**src/hdl/pcc_pkg.sv**
```systemverilog
// Package of constants for the PWM cycle configuration block.
package pcc_pkg;
   // ---------------------------------------------------------------
   // Register map
   // ---------------------------------------------------------------
   localparam logic [7:0] PCC_ADDR_CFG = 8'hdf;
   localparam logic [7:0] PCC_ADDR_CMP_LO0 = 8'he9;
   localparam logic [7:0] PCC_ADDR_CMP_HI0 = 8'hfa;
   localparam logic [7:0] PCC_ADDR_CMP_LO1 = 8'heb;
   localparam logic [7:0] PCC_ADDR_CMP_HI1 = 8'hfb;
   localparam logic [7:0] PCC_ADDR_CMP_LO2 = 8'hec;
   localparam logic [7:0] PCC_ADDR_CMP_HI2 = 8'hfc;
   localparam int PCC_NCH = 3;
   // ---------------------------------------------------------------
   // Field positions and reset values
   // ---------------------------------------------------------------
   localparam int PCC_BIT_RSEL = 7;
   localparam int PCC_BIT_IEN = 6;
   localparam int PCC_BIT_FLAG = 5;
   localparam int PCC_BIT_CLS_HI = 1;
   localparam int PCC_BIT_CLS_LO = 0;
   localparam logic [7:0] PCC_CFG_RESET = 8'h00;
   localparam logic [15:0] PCC_CMP_RESET = 16'h0000;
   localparam logic [15:0] PCC_RLD_RESET = 16'h0000;
   // ---------------------------------------------------------------
   // Cycle length encodings
   // ---------------------------------------------------------------
   typedef enum logic [1:0] {
      PCC_LEN8 = 2'b00,
      PCC_LEN9 = 2'b01,
      PCC_LEN10 = 2'b10,
      PCC_LEN11 = 2'b11
   } pcc_len_e;
endpackage : pcc_pkg

```
**src/hdl/pcc_top.sv**
```systemverilog
// PWM cycle configuration block: cycle length, reload bank and overflow flag.
// -----------------------------------------------------------------
// Notes on behaviour
// - Select bit 0 maps the compare addresses to compare registers, 1 to reload registers.
// - Reload values feed the compare registers only in 9, 10 and 11-bit PWM.
// - In every other mode the reload registers have no effect.
// - The interrupt request is raised while the flag is set and its enable is 1.
// - The flag sets when the counter overflows the bit chosen by the cycle length.
// - Hardware or a software 1 sets the flag; only a software 0 clears it.
// - Bits 4 to 2 of the configuration register read zero and ignore writes.
// - Cycle length 00/01/10/11 selects 8/9/10/11 bits.
// - One cycle length applies to every narrow PWM channel.
// - Channels in 16-bit PWM ignore the cycle length.
// - The wide PWM bit picks 16-bit PWM when 1, narrow PWM when 0.
// -----------------------------------------------------------------
`timescale 1ns/1ps
module pcc_top (
   input wire logic clk_i,
   input wire logic rst_n_i,
   input wire logic [7:0] sfr_addr_i,
   input wire logic [7:0] sfr_wdata_i,
   input wire logic sfr_wr_i,
   input wire logic sfr_rd_i,
   input wire logic cnt_tick_i,
   input wire logic [pcc_pkg::PCC_NCH-1:0] pwm_en_i,
   input wire logic [pcc_pkg::PCC_NCH-1:0] wide_pwm_select_i,
   output logic [7:0] sfr_rdata_o,
   output logic irq_o,
   output logic [15:0] main_array_counter_o,
   output logic [pcc_pkg::PCC_NCH-1:0] pwm_o
);
   import pcc_pkg::*;

   // ---------------------------------------------------------------
   // Reset synchroniser
   // ---------------------------------------------------------------
   logic rst_meta;
   logic rst_n;
   // All state leaves reset on one edge, two clocks after the pin is released.
   always_ff @(posedge clk_i or negedge rst_n_i) begin
      if (!rst_n_i) begin
         rst_meta <= 1'b0;
         rst_n <= 1'b0;
      end else begin
         rst_meta <= 1'b1;
         rst_n <= rst_meta;
      end
   end

   // ---------------------------------------------------------------
   // State
   // ---------------------------------------------------------------
   typedef struct packed {
      logic reload_bank_select;
      logic cycle_overflow_irq_enable;
      logic cycle_overflow_flag;
      logic [1:0] cycle_length_select;
      logic [15:0] cnt;
      logic [7:0] rdata;
      logic irq;
      logic [PCC_NCH-1:0] pwm;
   } pcc_state_s;
   // Every register of this module except the reset synchroniser lives in this one struct.

   pcc_state_s st;
   pcc_state_s next_st;

   logic [PCC_NCH*16-1:0] cmp;
   logic [PCC_NCH*16-1:0] rld;
   logic [PCC_NCH-1:0] wr_lo;
   logic [PCC_NCH-1:0] wr_hi;
   logic [PCC_NCH-1:0] reload;
   logic [PCC_NCH-1:0] rd_lo;
   logic [PCC_NCH-1:0] rd_hi;
   logic cyc_ovf;
   logic [15:0] cnt_inc;

   // ---------------------------------------------------------------
   // Address helpers
   // ---------------------------------------------------------------
   function automatic logic cfg_hit(input logic [7:0] addr);
      cfg_hit = addr == PCC_ADDR_CFG;
   endfunction : cfg_hit

   function automatic logic [7:0] lo_addr(input int ch);
      case (ch)
         0: lo_addr = PCC_ADDR_CMP_LO0;
         1: lo_addr = PCC_ADDR_CMP_LO1;
         default: lo_addr = PCC_ADDR_CMP_LO2;
      endcase
   endfunction : lo_addr

   function automatic logic [7:0] hi_addr(input int ch);
      case (ch)
         0: hi_addr = PCC_ADDR_CMP_HI0;
         1: hi_addr = PCC_ADDR_CMP_HI1;
         default: hi_addr = PCC_ADDR_CMP_HI2;
      endcase
   endfunction : hi_addr

   // Mask of the counter bits that belong to the narrow PWM cycle.
   function automatic logic [10:0] len_mask(input logic [1:0] sel);
      unique case (pcc_len_e'(sel))
         PCC_LEN8: len_mask = 11'h0ff;
         PCC_LEN9: len_mask = 11'h1ff;
         PCC_LEN10: len_mask = 11'h3ff;
         PCC_LEN11: len_mask = 11'h7ff;
      endcase
   endfunction : len_mask

   // ---------------------------------------------------------------
   // Address decode and overflow detection
   // ---------------------------------------------------------------
   genvar g;
   generate
      for (g = 0; g < PCC_NCH; g++) begin : g_dec
         assign wr_lo[g] = sfr_wr_i && (sfr_addr_i == lo_addr(g));
         assign wr_hi[g] = sfr_wr_i && (sfr_addr_i == hi_addr(g));
         assign rd_lo[g] = sfr_addr_i == lo_addr(g);
         assign rd_hi[g] = sfr_addr_i == hi_addr(g);
         // Narrow channels reload only in 9 to 11-bit lengths; wide ones never.
         assign reload[g] = cyc_ovf && pwm_en_i[g] && !wide_pwm_select_i[g]
                            && (st.cycle_length_select != PCC_LEN8);
      end
   endgenerate

   // The main counter wraps at 16 bits; wide channels see its full range.
   assign cnt_inc = st.cnt + 16'h0001;
   // Overflow out of the selected bit: all cycle bits set on a counting tick.
   assign cyc_ovf = cnt_tick_i
      && ((st.cnt[10:0] & len_mask(st.cycle_length_select))
          == len_mask(st.cycle_length_select));

   // ---------------------------------------------------------------
   // Channel storage
   // ---------------------------------------------------------------
   // A compare write in a reload cycle is lost, so duty updates go through the reload bank.
   pcc_chan_bank u_bank (
      .clk_i(clk_i),
      .rst_n_i(rst_n),
      .wr_lo_i(wr_lo),
      .wr_hi_i(wr_hi),
      .rsel_i(st.reload_bank_select),
      .wdata_i(sfr_wdata_i),
      .reload_i(reload),
      .cmp_o(cmp),
      .rld_o(rld)
   );

   // ---------------------------------------------------------------
   // Next state
   // ---------------------------------------------------------------
   always_comb begin
      logic [10:0] m;
      logic [15:0] bank;
      m = len_mask(st.cycle_length_select);
      bank = 16'h0000;
      next_st = st;
      if (cnt_tick_i) begin
         next_st.cnt = cnt_inc;
      end
      if (sfr_wr_i && cfg_hit(sfr_addr_i)) begin
         next_st.reload_bank_select = sfr_wdata_i[PCC_BIT_RSEL];
         next_st.cycle_overflow_irq_enable = sfr_wdata_i[PCC_BIT_IEN];
         next_st.cycle_overflow_flag = sfr_wdata_i[PCC_BIT_FLAG];
         next_st.cycle_length_select = sfr_wdata_i[PCC_BIT_CLS_HI:PCC_BIT_CLS_LO];
      end
      // A hardware overflow wins over a software clear in the same cycle.
      if (cyc_ovf) begin
         next_st.cycle_overflow_flag = 1'b1;
      end
      next_st.irq = next_st.cycle_overflow_flag
                    && next_st.cycle_overflow_irq_enable;
      // Read data stand for one cycle after the strobe and are zero otherwise.
      next_st.rdata = 8'h00;
      if (sfr_rd_i) begin
         if (cfg_hit(sfr_addr_i)) begin
            next_st.rdata = {st.reload_bank_select, st.cycle_overflow_irq_enable,
                             st.cycle_overflow_flag, 3'b000,
                             st.cycle_length_select};
         end
         // Channel reads are steered by the bank select, like writes.
         for (int i = 0; i < PCC_NCH; i++) begin
            bank = st.reload_bank_select ? rld[i*16 +: 16] : cmp[i*16 +: 16];
            if (rd_lo[i]) begin
               next_st.rdata = bank[7:0];
            end
            if (rd_hi[i]) begin
               next_st.rdata = bank[15:8];
            end
         end
      end
      // A disabled channel holds its output low.
      for (int i = 0; i < PCC_NCH; i++) begin
         if (!pwm_en_i[i]) begin
            next_st.pwm[i] = 1'b0;
         end else if (wide_pwm_select_i[i]) begin
            next_st.pwm[i] = st.cnt < cmp[i*16 +: 16];
         end else begin
            next_st.pwm[i] = (st.cnt[10:0] & m) < (cmp[i*16 +: 11] & m);
         end
      end
   end

   // ---------------------------------------------------------------
   // State register
   // ---------------------------------------------------------------
   always_ff @(posedge clk_i or negedge rst_n) begin
      if (!rst_n) begin
         st <= '0;
      end else begin
         st <= next_st;
      end
   end

   // ---------------------------------------------------------------
   // Outputs
   // ---------------------------------------------------------------
   assign sfr_rdata_o = st.rdata;
   assign irq_o = st.irq;
   assign main_array_counter_o = st.cnt;
   assign pwm_o = st.pwm;
endmodule : pcc_top

```
**src/hdl/pcc_chan_bank.sv**
```systemverilog
// Compare and auto-reload storage for all channels.
`timescale 1ns/1ps
module pcc_chan_bank (
   input wire logic clk_i,
   input wire logic rst_n_i,
   input wire logic [pcc_pkg::PCC_NCH-1:0] wr_lo_i,
   input wire logic [pcc_pkg::PCC_NCH-1:0] wr_hi_i,
   input wire logic rsel_i,
   input wire logic [7:0] wdata_i,
   input wire logic [pcc_pkg::PCC_NCH-1:0] reload_i,
   output logic [pcc_pkg::PCC_NCH*16-1:0] cmp_o,
   output logic [pcc_pkg::PCC_NCH*16-1:0] rld_o
);
   import pcc_pkg::*;
   // ---------------------------------------------------------------
   // Per-channel storage
   // ---------------------------------------------------------------
   genvar g;
   generate
      for (g = 0; g < PCC_NCH; g++) begin : g_ch
         always_ff @(posedge clk_i or negedge rst_n_i) begin
            if (!rst_n_i) begin
               cmp_o[g*16 +: 16] <= PCC_CMP_RESET;
               rld_o[g*16 +: 16] <= PCC_RLD_RESET;
            end else begin
               if (wr_lo_i[g] && rsel_i) begin
                  rld_o[g*16 +: 8] <= wdata_i;
               end
               if (wr_hi_i[g] && rsel_i) begin
                  rld_o[g*16+8 +: 8] <= wdata_i;
               end
               if (reload_i[g]) begin
                  cmp_o[g*16 +: 16] <= rld_o[g*16 +: 16];
               end else begin
                  if (wr_lo_i[g] && !rsel_i) begin
                     cmp_o[g*16 +: 8] <= wdata_i;
                  end
                  if (wr_hi_i[g] && !rsel_i) begin
                     cmp_o[g*16+8 +: 8] <= wdata_i;
                  end
               end
            end
         end
      end
   endgenerate
endmodule : pcc_chan_bank

```
**config.mk**
```make
export PLATFORM = sky130hd
export DESIGN_NAME = pcc_top
export DESIGN_NICKNAME = d
export VERILOG_FILES = /design/src/hdl/pcc_pkg.sv /design/src/hdl/pcc_top.sv /design/src/hdl/pcc_chan_bank.sv
export SDC_FILE = /design/constraint.sdc
export NUM_CORES = 1
export LEC_CHECK = 0
export BUFFER_PORTS_ARGS = -buffer_cell sky130_fd_sc_hd__buf_2
export CAP_MARGIN = 25
export CORE_ASPECT_RATIO = 1.4
export CORE_MARGIN = 2
export CORE_UTILIZATION = 50
export DETAILED_ROUTE_END_ITERATION = 8
export PLACE_DENSITY = 0.78
export REMOVE_ABC_BUFFERS = 1
export SLEW_MARGIN = 20
export SYNTH_ARGS = -nofsm -noshare
export SYNTH_HDL_FRONTEND = slang
export SYNTH_SLANG_ARGS = --single-unit
```
**constraint.sdc**
```tcl
create_clock -name clk_i -period 4.2 [get_ports clk_i]
set_input_delay 0.42 -clock clk_i [delete_from_list [all_inputs] [get_ports clk_i]]
set_output_delay 0.42 -clock clk_i [all_outputs]
set_load 0.02 [all_outputs]
```
After elaboration in Yosys (flattened, before gate mapping)
Cells that the tools add are included.
- bits in registers: 131
- bits of input ports: 27
- output and inout port bits: 28
- word-level logic and storage cells: 115
- $add $sub $neg: 1
- magnitude comparators: 6
- equal/unequal tests: 11
- mux-type cells: 29
- bitwise operators: 4
- reductions and logical operators: 42
- operators with widths (cell ; count):
    2-to-1 mux 8 bit ; 14
    2-to-1 mux 16 bit ; 6
    equality test 8 bit, second input constant ; 7
    less-than comparator 16 bit ; 3
    AND 11 bit ; 4
    case mux 11 bit (4 select lines) ; 1
    less-than comparator 11 bit ; 3
    logical AND 1 bit ; 30
    adder 16 x 1 -> 16 bit, second input constant ; 1
    nonzero test 2 bit ; 7
    equality test 11 bit ; 1
    2-to-1 mux 1 bit ; 7
    equality test 2 bit, second input constant ; 2
    logical NOT 1 bit ; 4
    2-to-1 mux 4 bit ; 1
    equality test 2 x 1 -> 1 bit, second input constant ; 1
    logical NOT 2 bit ; 1

Longest topological paths before layout
Gate-level depths: netlist of run 1.
- depth in word-level cells: 9
- mapped depth: 7
- gate-level depth less buffers: 7

By module
From an unflattened synthesis of run 1, not the netlist that was laid out.
- cells, all modules: 848
- area total of the unflattened synthesis: 8435.6 sq um
- by module, submodules not included (module ; instances ; cells each ; area an instance (sq um) ; seq. area each (sq um)):
    pcc_chan_bank ; 1 ; 383 ; 4498.1 ; 2402.3
    pcc_top ; 1 ; 465 ; 3937.5 ; 875.8

Worst setup path before layout of run 1
Ideal clock, no wire load.
- path kind: input -> register
- from: in sfr_addr_i[4]
- to: reg u_bank.rld_o[0] (netlist name)
- library setup time: 125 ps
- arrival: 1746 ps
- data required time: 4075 ps
- slack: 2329 ps
- stages: 5
- path buffers: 1
- path through: buf_4 > nor4b_4 > nand2_2 > nor2_2 > mux2_2
- cells in the longest elaborated chain, start to end: 3
- RTL lines (item ; line ; text):
    start, declared ; pcc_top.sv:20 ; input wire logic [7:0] sfr_addr_i,
    equality test 8 bit ; pcc_top.sv:117 ; assign wr_lo[g] = sfr_wr_i && (sfr_addr_i == lo_addr(g));
    logical AND 1 bit ; pcc_top.sv:117 ;
    logical AND 1 bit ; pcc_chan_bank.sv:26 ; if (wr_lo_i[g] && rsel_i) begin
    end signal, assigned by index ; pcc_chan_bank.sv:27 ; rld_o[g*16 +: 8] <= wdata_i;
    end signal, assigned by index ; pcc_chan_bank.sv:30 ; rld_o[g*16+8 +: 8] <= wdata_i;
    end, declared ; pcc_chan_bank.sv:12 ; output logic [pcc_pkg::PCC_NCH*16-1:0] rld_o
Every way passes these cells.
A chain may end at the register's enable or synchronous reset.

==> out/qor.csv, run 1 <==
metric;value;unit
status;complete, no violations;
grt.overflow.total;0;
criticalPathCategory;flip-flop to flip-flop;
track_usage;25.8;%
maxSlewViolCount;0;
port_buffers;54;
start_kind;flip-flop;
grt_pass1_vias;6210;
route.detailed.drc;0;
post_cts_buffers;0;
clk_pin_slew_worst_paths;0.06;ns
synth_area_per_cell;10.2;um2
grt_start_max_net_pins;79;
finalCritPeriodShare;58.3;%
power_density;417;mW/mm2
netlist-cell-type-count;65;
finClkSkew;0.00986;ns
post_dp_cell_area;0.00834;mm2
yosysWarnings;0;
cts_max_level;4;
clk_latency;0.42;ns
drtIter0Drc;709;
ioPinCount;55;
ant_nets;0;
antenna_found_initial;0;
via_count;6274;
wirelength;21800;um
mostFrequentLayoutCell;dfrtp_1;
async_flop_share;100;%
dp_cells;994;
busiest_layer;met2;
worstPathArrival;2.70;ns
seq_area_frac_synth;40.5;%
drt-wirelength-per-cell;21.2;um
fp.dieH;154;um
dp_hpwl;15500;um
fp.dieW;111;um
row_count;55;
endpoint_kind;flip-flop;
ir_drop;0.000291;V
worstPathRequired;4.45;ns
grt_pass1_wl;34400;um
fin_cells;1027;
dp_slack;1.78;ns
cp_max_fo;49;
layout-drive-gt1-share;22.3;%
finalNetCount;894;
final_cell_area;0.00900;mm2
use_met1;31.4;%
hp-class;primary input to flip-flop;
start_util;50.4;%
synthCells;796;
max_freq;0.409;GHz
dr.pass1.iters;5;
synth_flop_cell;dfrtp_1;
hold_slack;0.266;ns
cts_buffers;17;
slew_headroom;32.1;%
cts.sinks;131;
synth-edff-count;0;
grtUsageMet3;4.62;%
setup_ws;1.75;ns
ys_ff_latch;131;
leakage;0.00408;uW
finalCriticalPeriod;2.45;ns
tns;0;ns
drt-vias-per-instance;6.11;
area_growth_syn_to_layout;11.3;%
core_area;0.0160;mm2
cts_tree;yes;
hold_viol;0;
grt.met2_usage;43.0;%
setup_violations;0;
rsz0062_at_grt;false;
cap_violations;0;
clock_path_buffers;2;
worst_pin_slew;1.02;ns
n_antenna_cell;0;
design.die.area;0.0172;mm2
final_cell_mix;dfrtp_1 (129), nand2_1 (99), o21ai_0 (72);
synth.cell_area;0.00809;mm2
place.gp.congestion;0.933;
cts_root_buf;clkbuf_16;
-- path summary, 6_finish.rpt --
path / startpoint / to / slack [ns] / cells after the start
worst max-delay path: st[32] / sfr_rdata_o[7] / 1.75 / 5
worst min-delay path: cnt_tick_i / main_array_counter_o[0] / 0.27 / 2
worst max register to register: st[32] / sfr_rdata_o[7] / 1.75 / 5
worst min register to register: rst_meta / rst_n / 0.35 / 0
max in group asynchronous: rst_n / main_array_counter_o[4] / 2.95 / 1
min in group asynchronous: rst_n_i / rst_n / 0.31 / 2
-- cell usage after synthesis, types with 4 or more instances --
cell type / instances / share of area [%]
nand3_1: 14 / 0.87
mux2_2: 53 / 7.4
inv_1: 48 / 2.2
mux4_2: 6 / 1.7
o21ai_0: 72 / 4.5
a21oi_1: 19 / 1.2
a2111oi_0: 4 / 0.43
a31oi_1: 4 / 0.31
mux2i_1: 66 / 8.2
a211oi_1: 8 / 0.74
xor2_1: 5 / 0.54
buf_4: 28 / 2.6
a21boi_0: 5 / 0.46
and4_1: 7 / 0.76
nor3_1: 4 / 0.25
dfrtp_1: 131 / 41
buf_2: 11 / 0.68
nand4_1: 9 / 0.70
o21ai_1: 14 / 0.87
nor2b_1: 4 / 0.31
nand2_1: 99 / 4.6
clkbuf_1: 21 / 0.97
ha_1: 52 / 8.0
nand2b_1: 12 / 0.93
nor2_1: 25 / 1.2
xnor2_1: 10 / 1.1
-- through the flow --
stage	util, %	total power [uW]
after CTS	56.1	3760
after floorplan	-	1880
after global routing	56.1	3910
final	56.1	3760
after detailed placement	52.0	2140
after global placement	52.0	2120
-- area by class of cell --
type / count / area (um2)
fillers: 1333 / 7030
repair buffers: 60 / 330
clock inverters: 11 / 174
clock buffers: 21 / 480
multi-input cells: 557 / 4300
flip-flops and latches: 131 / 3280
inverters: 48 / 180
well taps: 199 / 249
-- registers in the layout, indices dropped and copies added, names as in the netlist --
signal,cells
u_bank.rld_o,48
sfr_rdata_o,8
u_bank.cmp_o,48
pwm_o,3
irq_o,1
rst_meta,1
st,5
rst_n,1
main_array_counter_o,16
-- worst max-delay path, cell delays in order (launching register included) --
cell	delay (ns)
dfrtp_2	1.04
buf_4	0.41
a211oi_1	0.14
a21oi_1	0.13
a21boi_0	0.12
a211oi_1	0.45
-- where the power goes --
group | total, uW | internal (uW) | leakage (uW) | switching [uW]
clock | 1630 | 1060 | 0.000324 | 571
combinational | 641 | 274 | 0.00196 | 367
sequential | 1480 | 1330 | 0.00180 | 151
-- kinds of logic (layout without fill, tap and decap cells) --
| group | count (synthesis) | in the layout | synth area share, % |
|---|---|---|---|
| AOI/OAI and AO/OA | 155 | 155 | 11.6 |
| muxes | 126 | 126 | 17.4 |
| DFF | 131 | 131 | 40.5 |
| buffers and inverters | 108 | 140 | 6.48 |
| adders and majority gates | 52 | 52 | 8.04 |
| other | 1 | 1 | 0.0464 |
| and+or+nand+nor | 208 | 208 | 14.3 |
| xor gates and xnor gates | 15 | 15 | 1.62 |
-- timing repair --
item | in CTS | in global routing
hold buffers | 1 | 0
setup endpoints to repair | 0 | 0
resized for setup | 0 | 0
endpoints found under the hold margin | 2 | 0
-- routing by layer --
layer,part of all wire (%),wire [um]
met2,49,10700
met4,6.3,1360
met1,39,8520
met5,0,0
met3,5.4,1180
No activity file was read; power rests on OpenSTA's default activity.
==> inputs of run 2 (changes only) <==
- PLACE_DENSITY: 0.78 -> 0.75
- clock period: 4.2 -> 2.45 ns (I/O delays scaled with it)
==> run 2 against run 1 <==
  * Final area increased by 1.4%
  * Count of clock-buffer cells in the layout down 2
  * Largest power group unchanged
  * Flip-flop and latch count did not move
  * Critical path type unchanged
  * Critical endpoint is now pwm_o[2]
==> out/qor.csv, run 2 (synthesized netlist as in run 1, its figures left out) <==
metric;value;unit;change
row_count;55;;unchanged
cts_resized;0;;unchanged
mostFrequentLayoutCell;dfrtp_1;;
clk_pin_slew_worst_paths;0.06;ns;about the same
via_count;6385;;+1.8%
core_area;0.0160;mm2;unchanged
drtIter0Drc;604;;-15%
cts_tree;yes;;
hp-class;primary input to flip-flop;;
cts_buffers;17;;unchanged
dp_cells;1012;;+1.8%
fin_total_pwr;6550;uW;+74%
layout-drive-gt1-share;23.9;%;+1.5 points
start_kind;flip-flop;;
pwr-share-clk;42.9;%;-0.5 points
drt-wirelength-per-cell;21.5;um;+1.4%
nFillCells;1345;;+0.90%
post_cts_buffers;0;;unchanged
crit_chain;ha_1, a21oi_1, a21boi_0, a2111oi_0, a41oi_1, o2bb2ai_1;;
cp_max_fo;6;;-88%
drt-vias-per-instance;6.11;;about the same
dr.pass1.iters;7;;+2
holdPathStages;2;;unchanged
clk_latency;0.43;ns;about the same
area_growth_syn_to_layout;12.9;%;
clock_path_buffers;2;;unchanged
final_cell_mix;dfrtp_1 (129), nand2_1 (99), o21ai_0 (72);;
setup_ws;0.309;ns;-1.44 ns
grt_pass1_wl;35600;um;+3.6%
post-route-util;56.9;%;+0.81 points
design.die.area;0.0172;mm2;unchanged
rsz0062_at_grt;false;;
dp_slack;0.292;ns;-1.48 ns
slew_headroom;50.5;%;+18 points
finalCritPeriodShare;87.4;%;+29 points
port_buffers;54;;unchanged
max_freq;0.467;GHz;+14%
criticalPathCategory;flip-flop to flip-flop;;
fin_cells;1045;;+1.8%
rr_worst_depth;6;;+1
seqPwrFrac;37.4;%;-2.1 points
setup_violations;0;;unchanged
switching_share;29.1;%;+0.10 points
ant_nets;0;;unchanged
grt.overflow.total;0;;unchanged
track_usage;26.8;%;+1.0 points
status;complete, no violations;;
hold_viol;0;;unchanged
worstPathArrival;2.49;ns;-0.21 ns
cap_violations;0;;unchanged
start_util;50.4;%;unchanged
p_sw;1900;uW;+75%
antenna_found_initial;0;;unchanged
finalNetCount;912;;+2.0%
fp.dieH;154;um;unchanged
place.gp.congestion;0.945;;+1.2%
ir_drop;0.000526;V;+81%
postCtsHoldBufs;1;;unchanged
wirelength;22400;um;+3.1%
ioPinCount;55;;unchanged
leakage;0.00416;uW;+1.9%
fp.dieW;111;um;unchanged
cts.sinks;131;;unchanged
maxSlewViolCount;0;;unchanged
n_antenna_cell;0;;unchanged
worstPathRequired;2.80;ns;-1.65 ns
cts_root_buf;clkbuf_16;;
grt_start_max_net_pins;50;;-37%
finClkSkew;0.0112;ns;+0.00131 ns
internal_power;4650;uW;+74%
endpoint_kind;flip-flop;;
power_density;718;mW/mm2;+72%
route.detailed.drc;0;;unchanged
finalCriticalPeriod;2.14;ns;-0.307 ns
grt_pass1_vias;6397;;+3.0%
dp_hpwl;16400;um;+6.1%
worst_pin_slew;0.724;ns;-0.295 ns
cp_slowest_stage_delay;0.67;ns;-0.37 ns
cts_max_level;4;;unchanged
share_comb_of_total_power;19.7;%;+2.6 points
cp_slowest_cell;a2111oi_0;;
-- run 2: changes by cell type in the layout (fill, tap and decap cells not counted), sizes merged --
cell	change
buf	+18
clkbuf	-2
clkinvlp	+2
bufinv	+1
clkinv	-1
-- run 2: layout make-up --
class | instances | area [um2] | area share [%]
clock inverter | 13 | 206 | 2.26
sequential | 131 | 3280 | 36.0
inverter | 48 | 180 | 1.97
timing repair buffer | 78 | 465 | 5.10
clock buffer | 19 | 443 | 4.85
multi-input combinational | 557 | 4300 | 47.1
tap | 199 | 249 | 2.73
-- run 2: critical path, delay by kind of cell, from the launching register on --
family	cells	cell delay (ns)
AOI/OAI and AO/OA	5	1.22
DFF	1	0.48
adders and majority gates	1	0.37
-- run 2: per-layer routing --
metal,global-route usage (%),vias to the layer above,routed length [um]
met5,0,-,0
met4,16.1,0,1480
met1,32.0,3100,8850
li1,-,2889,-
met2,44.3,300,10700
met3,6.00,96,1370
-- run 2: final timing paths --
check	slack, ns	to	start
min in group asynchronous	0.13	rst_n	rst_n_i
hold reg to reg	0.35	u_bank.rld_o[37]	rst_n
max in group asynchronous	1.37	main_array_counter_o[9]	rst_n
setup reg to reg	0.31	pwm_o[2]	main_array_counter_o[14]
hold / removal	0.09	main_array_counter_o[0]	cnt_tick_i
setup / recovery	0.31	pwm_o[2]	main_array_counter_o[14]
-- run 2: per-stage QoR --
| stage | hold WS [ns] | setup TNS (ns) | cell area [um2] |
|---|---|---|---|
| floorplan | -0.0506 | -212.23 | 7740 |
| detailed placement | 0.0325 | 0 | 8470 |
| finish | 0.0863 | 0 | 9130 |
| global placement | 0.0302 | 0 | 8470 |
| CTS | 0.0771 | 0 | 9130 |
| global route | 0.105 | 0 | 9130 |
-- run 2: power groups by stage --
stage          clock [uW]  sequential, uW  combinational [uW]
4_1_cts              2820            2450                1290
3_5_place_dp            0            2490                1250
5_1_grt              2920            2470                1420
2_1_floorplan           0            2600                 627
3_3_place_gp            0            2480                1220
6_report             2810            2450                1290
==> inputs of run 3 (changes only) <==
- clock period: 2.45 -> 2.6 ns (I/O delays scaled with it)
==> run 3 against run 2 <==
  * Setup slack improved by 0.074 ns
  * Clock skew decreased by 0.0032 ns
  * Via count decreased by 2.1%
  * Count of clock-buffer cells in the layout increased by 1
  * Sequential share of layout area increased by 0.23 points
  * Final area decreased by 0.64%
  * Critical path type unchanged
  * Largest cell class unchanged
==> out/qor.csv, run 3 (synthesized netlist as in run 1, its figures left out) <==
metric;value;unit;change
clk_latency;0.42;ns;about the same
clk_pin_slew_worst_paths;0.06;ns;about the same
cts_max_level;4;;unchanged
finClkSkew;0.00799;ns;-0.00318 ns
fp.dieH;154;um;unchanged
finalCriticalPeriod;2.22;ns;+0.0757 ns
cp_max_fo;32;;+26
post_cts_buffers;0;;unchanged
start_kind;flip-flop;;
hp-class;primary input to flip-flop;;
cap_violations;0;;unchanged
r2r_end;u_bank.cmp_o[42];;
hold_end;main_array_counter_o[0];;
core_area;0.0160;mm2;unchanged
hold_viol;0;;unchanged
max_freq;0.451;GHz;-3.4%
ioPinCount;55;;unchanged
fp.dieW;111;um;unchanged
rsz0062_at_grt;false;;
ant_nets;0;;unchanged
cts_tree;yes;;
layout-drive-gt1-share;23.2;%;-0.70 points
row_count;55;;unchanged
clock_path_buffers;2;;unchanged
setup_violations;0;;unchanged
dr.pass1.iters;6;;-1
p_sw;1730;uW;-9.2%
route.detailed.drc;0;;unchanged
start_util;50.4;%;unchanged
post-route-util;56.6;%;-0.37 points
via_count;6251;;-2.1%
hold_slack;0.0967;ns;+0.0104 ns
drt-wirelength-per-cell;20.7;um;-3.5%
grt_pass1_vias;6252;;-2.3%
rr_worst_depth;6;;unchanged
design.die.area;0.0172;mm2;unchanged
n_antenna_cell;0;;unchanged
track_usage;25.8;%;-1.1 points
cts.sinks;131;;unchanged
internal_power;4290;uW;-7.8%
area_growth_syn_to_layout;12.2;%;
place.gp.congestion;0.938;;-0.75%
worstPathRequired;2.87;ns;+0.07 ns
leakage;0.00413;uW;-0.74%
maxSlewViolCount;0;;unchanged
fin_total_pwr;6020;uW;-8.2%
status;complete, no violations;;
fin_cells;1036;;-0.86%
wirelength;21500;um;-4.4%
pwr-share-clk;43.0;%;about the same
antenna_found_initial;0;;unchanged
drt-vias-per-instance;6.03;;-1.2%
finalCritPeriodShare;85.3;%;-2.1 points
grt_start_max_net_pins;55;;+10%
power_density;663;mW/mm2;-7.6%
finalNetCount;903;;-0.99%
drtIter0Drc;596;;-1.3%
final_cell_mix;dfrtp_1 (129), nand2_1 (99), o21ai_0 (72);;
switching_share;28.7;%;-0.32 points
worstReg2RegStart;main_array_counter_o[1];;
share_comb_of_total_power;17.5;%;-2.2 points
reg2reg_slack;0.38;ns;+0.07 ns
holdPathStages;2;;unchanged
grt_pass1_wl;34300;um;-3.7%
multiInputGateArea;0.00430;mm2;unchanged
port_buffers;54;;unchanged
nFillCells;1329;;-1.2%
worst_pin_slew;0.697;ns;-0.0262 ns
cts_root_buf;clkbuf_16;;
criticalPathCategory;flip-flop to flip-flop;;
cts_buffers;17;;unchanged
seqPwrFrac;39.5;%;+2.1 points
min-delay-start;cnt_tick_i;;
worstPathArrival;2.49;ns;about the same
dp_cells;1003;;-0.89%
ir_drop;0.000465;V;-12%
seqCellArea;0.00328;mm2;unchanged
endpoint_kind;flip-flop;;
grt.overflow.total;0;;unchanged
slew_headroom;52.3;%;+1.8 points
mostFrequentLayoutCell;dfrtp_1;;
dp_hpwl;16000;um;-2.8%
run 3: cell types whose count changed in the layout (fill, tap and decap cells not counted), moves of 2 or more:
cell,change
buf_4,-10
clkbuf_8,+2
clkinv_4,+3
clkinvlp_4,-2
run 3: area by class of cell:
class / instances / area share, %
Multi-Input combinational cell: 557 / 47.4
Tap cell: 199 / 2.74
Clock buffer: 20 / 5.14
Sequential cell: 131 / 36.2
Timing Repair Buffer: 69 / 4.52
Inverter: 48 / 1.99
Clock inverter: 12 / 1.97
run 3: layer usage:
layer | vias up | share of wire [%] | global-route usage (%)
li1 | 2862 | - | -
met1 | 3072 | 40 | 30.6
met2 | 239 | 50 | 44.5
met3 | 78 | 4.9 | 4.78
met4 | 0 | 5.4 | 13.5
met5 | - | 0 | 0
run 3: worst max path at each step:
stage,startpoint,to,cells after the start
2_1_floorplan,rst_n,irq_o,0
3_3_place_gp,sfr_addr_i[0],sfr_rdata_o[0],6
3_5_place_dp,main_array_counter_o[1],u_bank.cmp_o[42],6
4_1_cts,main_array_counter_o[1],u_bank.cmp_o[42],6
5_1_grt,main_array_counter_o[1],u_bank.cmp_o[30],7
6_report,main_array_counter_o[1],u_bank.cmp_o[42],6
run 3: critical path, stage by stage (launching register included):
cell	delay [ns]
dfrtp_1	0.54
ha_1	0.23
and4_1	0.31
o21ai_1	0.26
nor4_4	0.20
buf_4	0.35
o21ai_0	0.17
run 3: power by group through the flow:
stage | clock (uW) | combinational [uW] | sequential (uW)
global placement | 0 | 1010 | 2410
detailed placement | 0 | 1040 | 2410
finish | 2590 | 1050 | 2380
global route | 2720 | 1190 | 2400
CTS | 2610 | 1060 | 2370
floorplan | 0 | 590 | 2450
run 3: what timing repair did:
item | in CTS | in global routing
resized for setup | 0 | 0
endpoints found under the hold margin | 2 | 0
hold buffers | 1 | 0
run 3: metrics by stage:
step / setup TNS [ns] / area (um2) / setup slack, ns
after floorplan: -181.20 / 7740 / -1.32
after global placement: 0 / 8420 / 0.458
after detailed placement: 0 / 8420 / 0.432
after CTS: 0 / 9070 / 0.390
after global routing: 0 / 9070 / 0.249
final: 0 / 9070 / 0.383
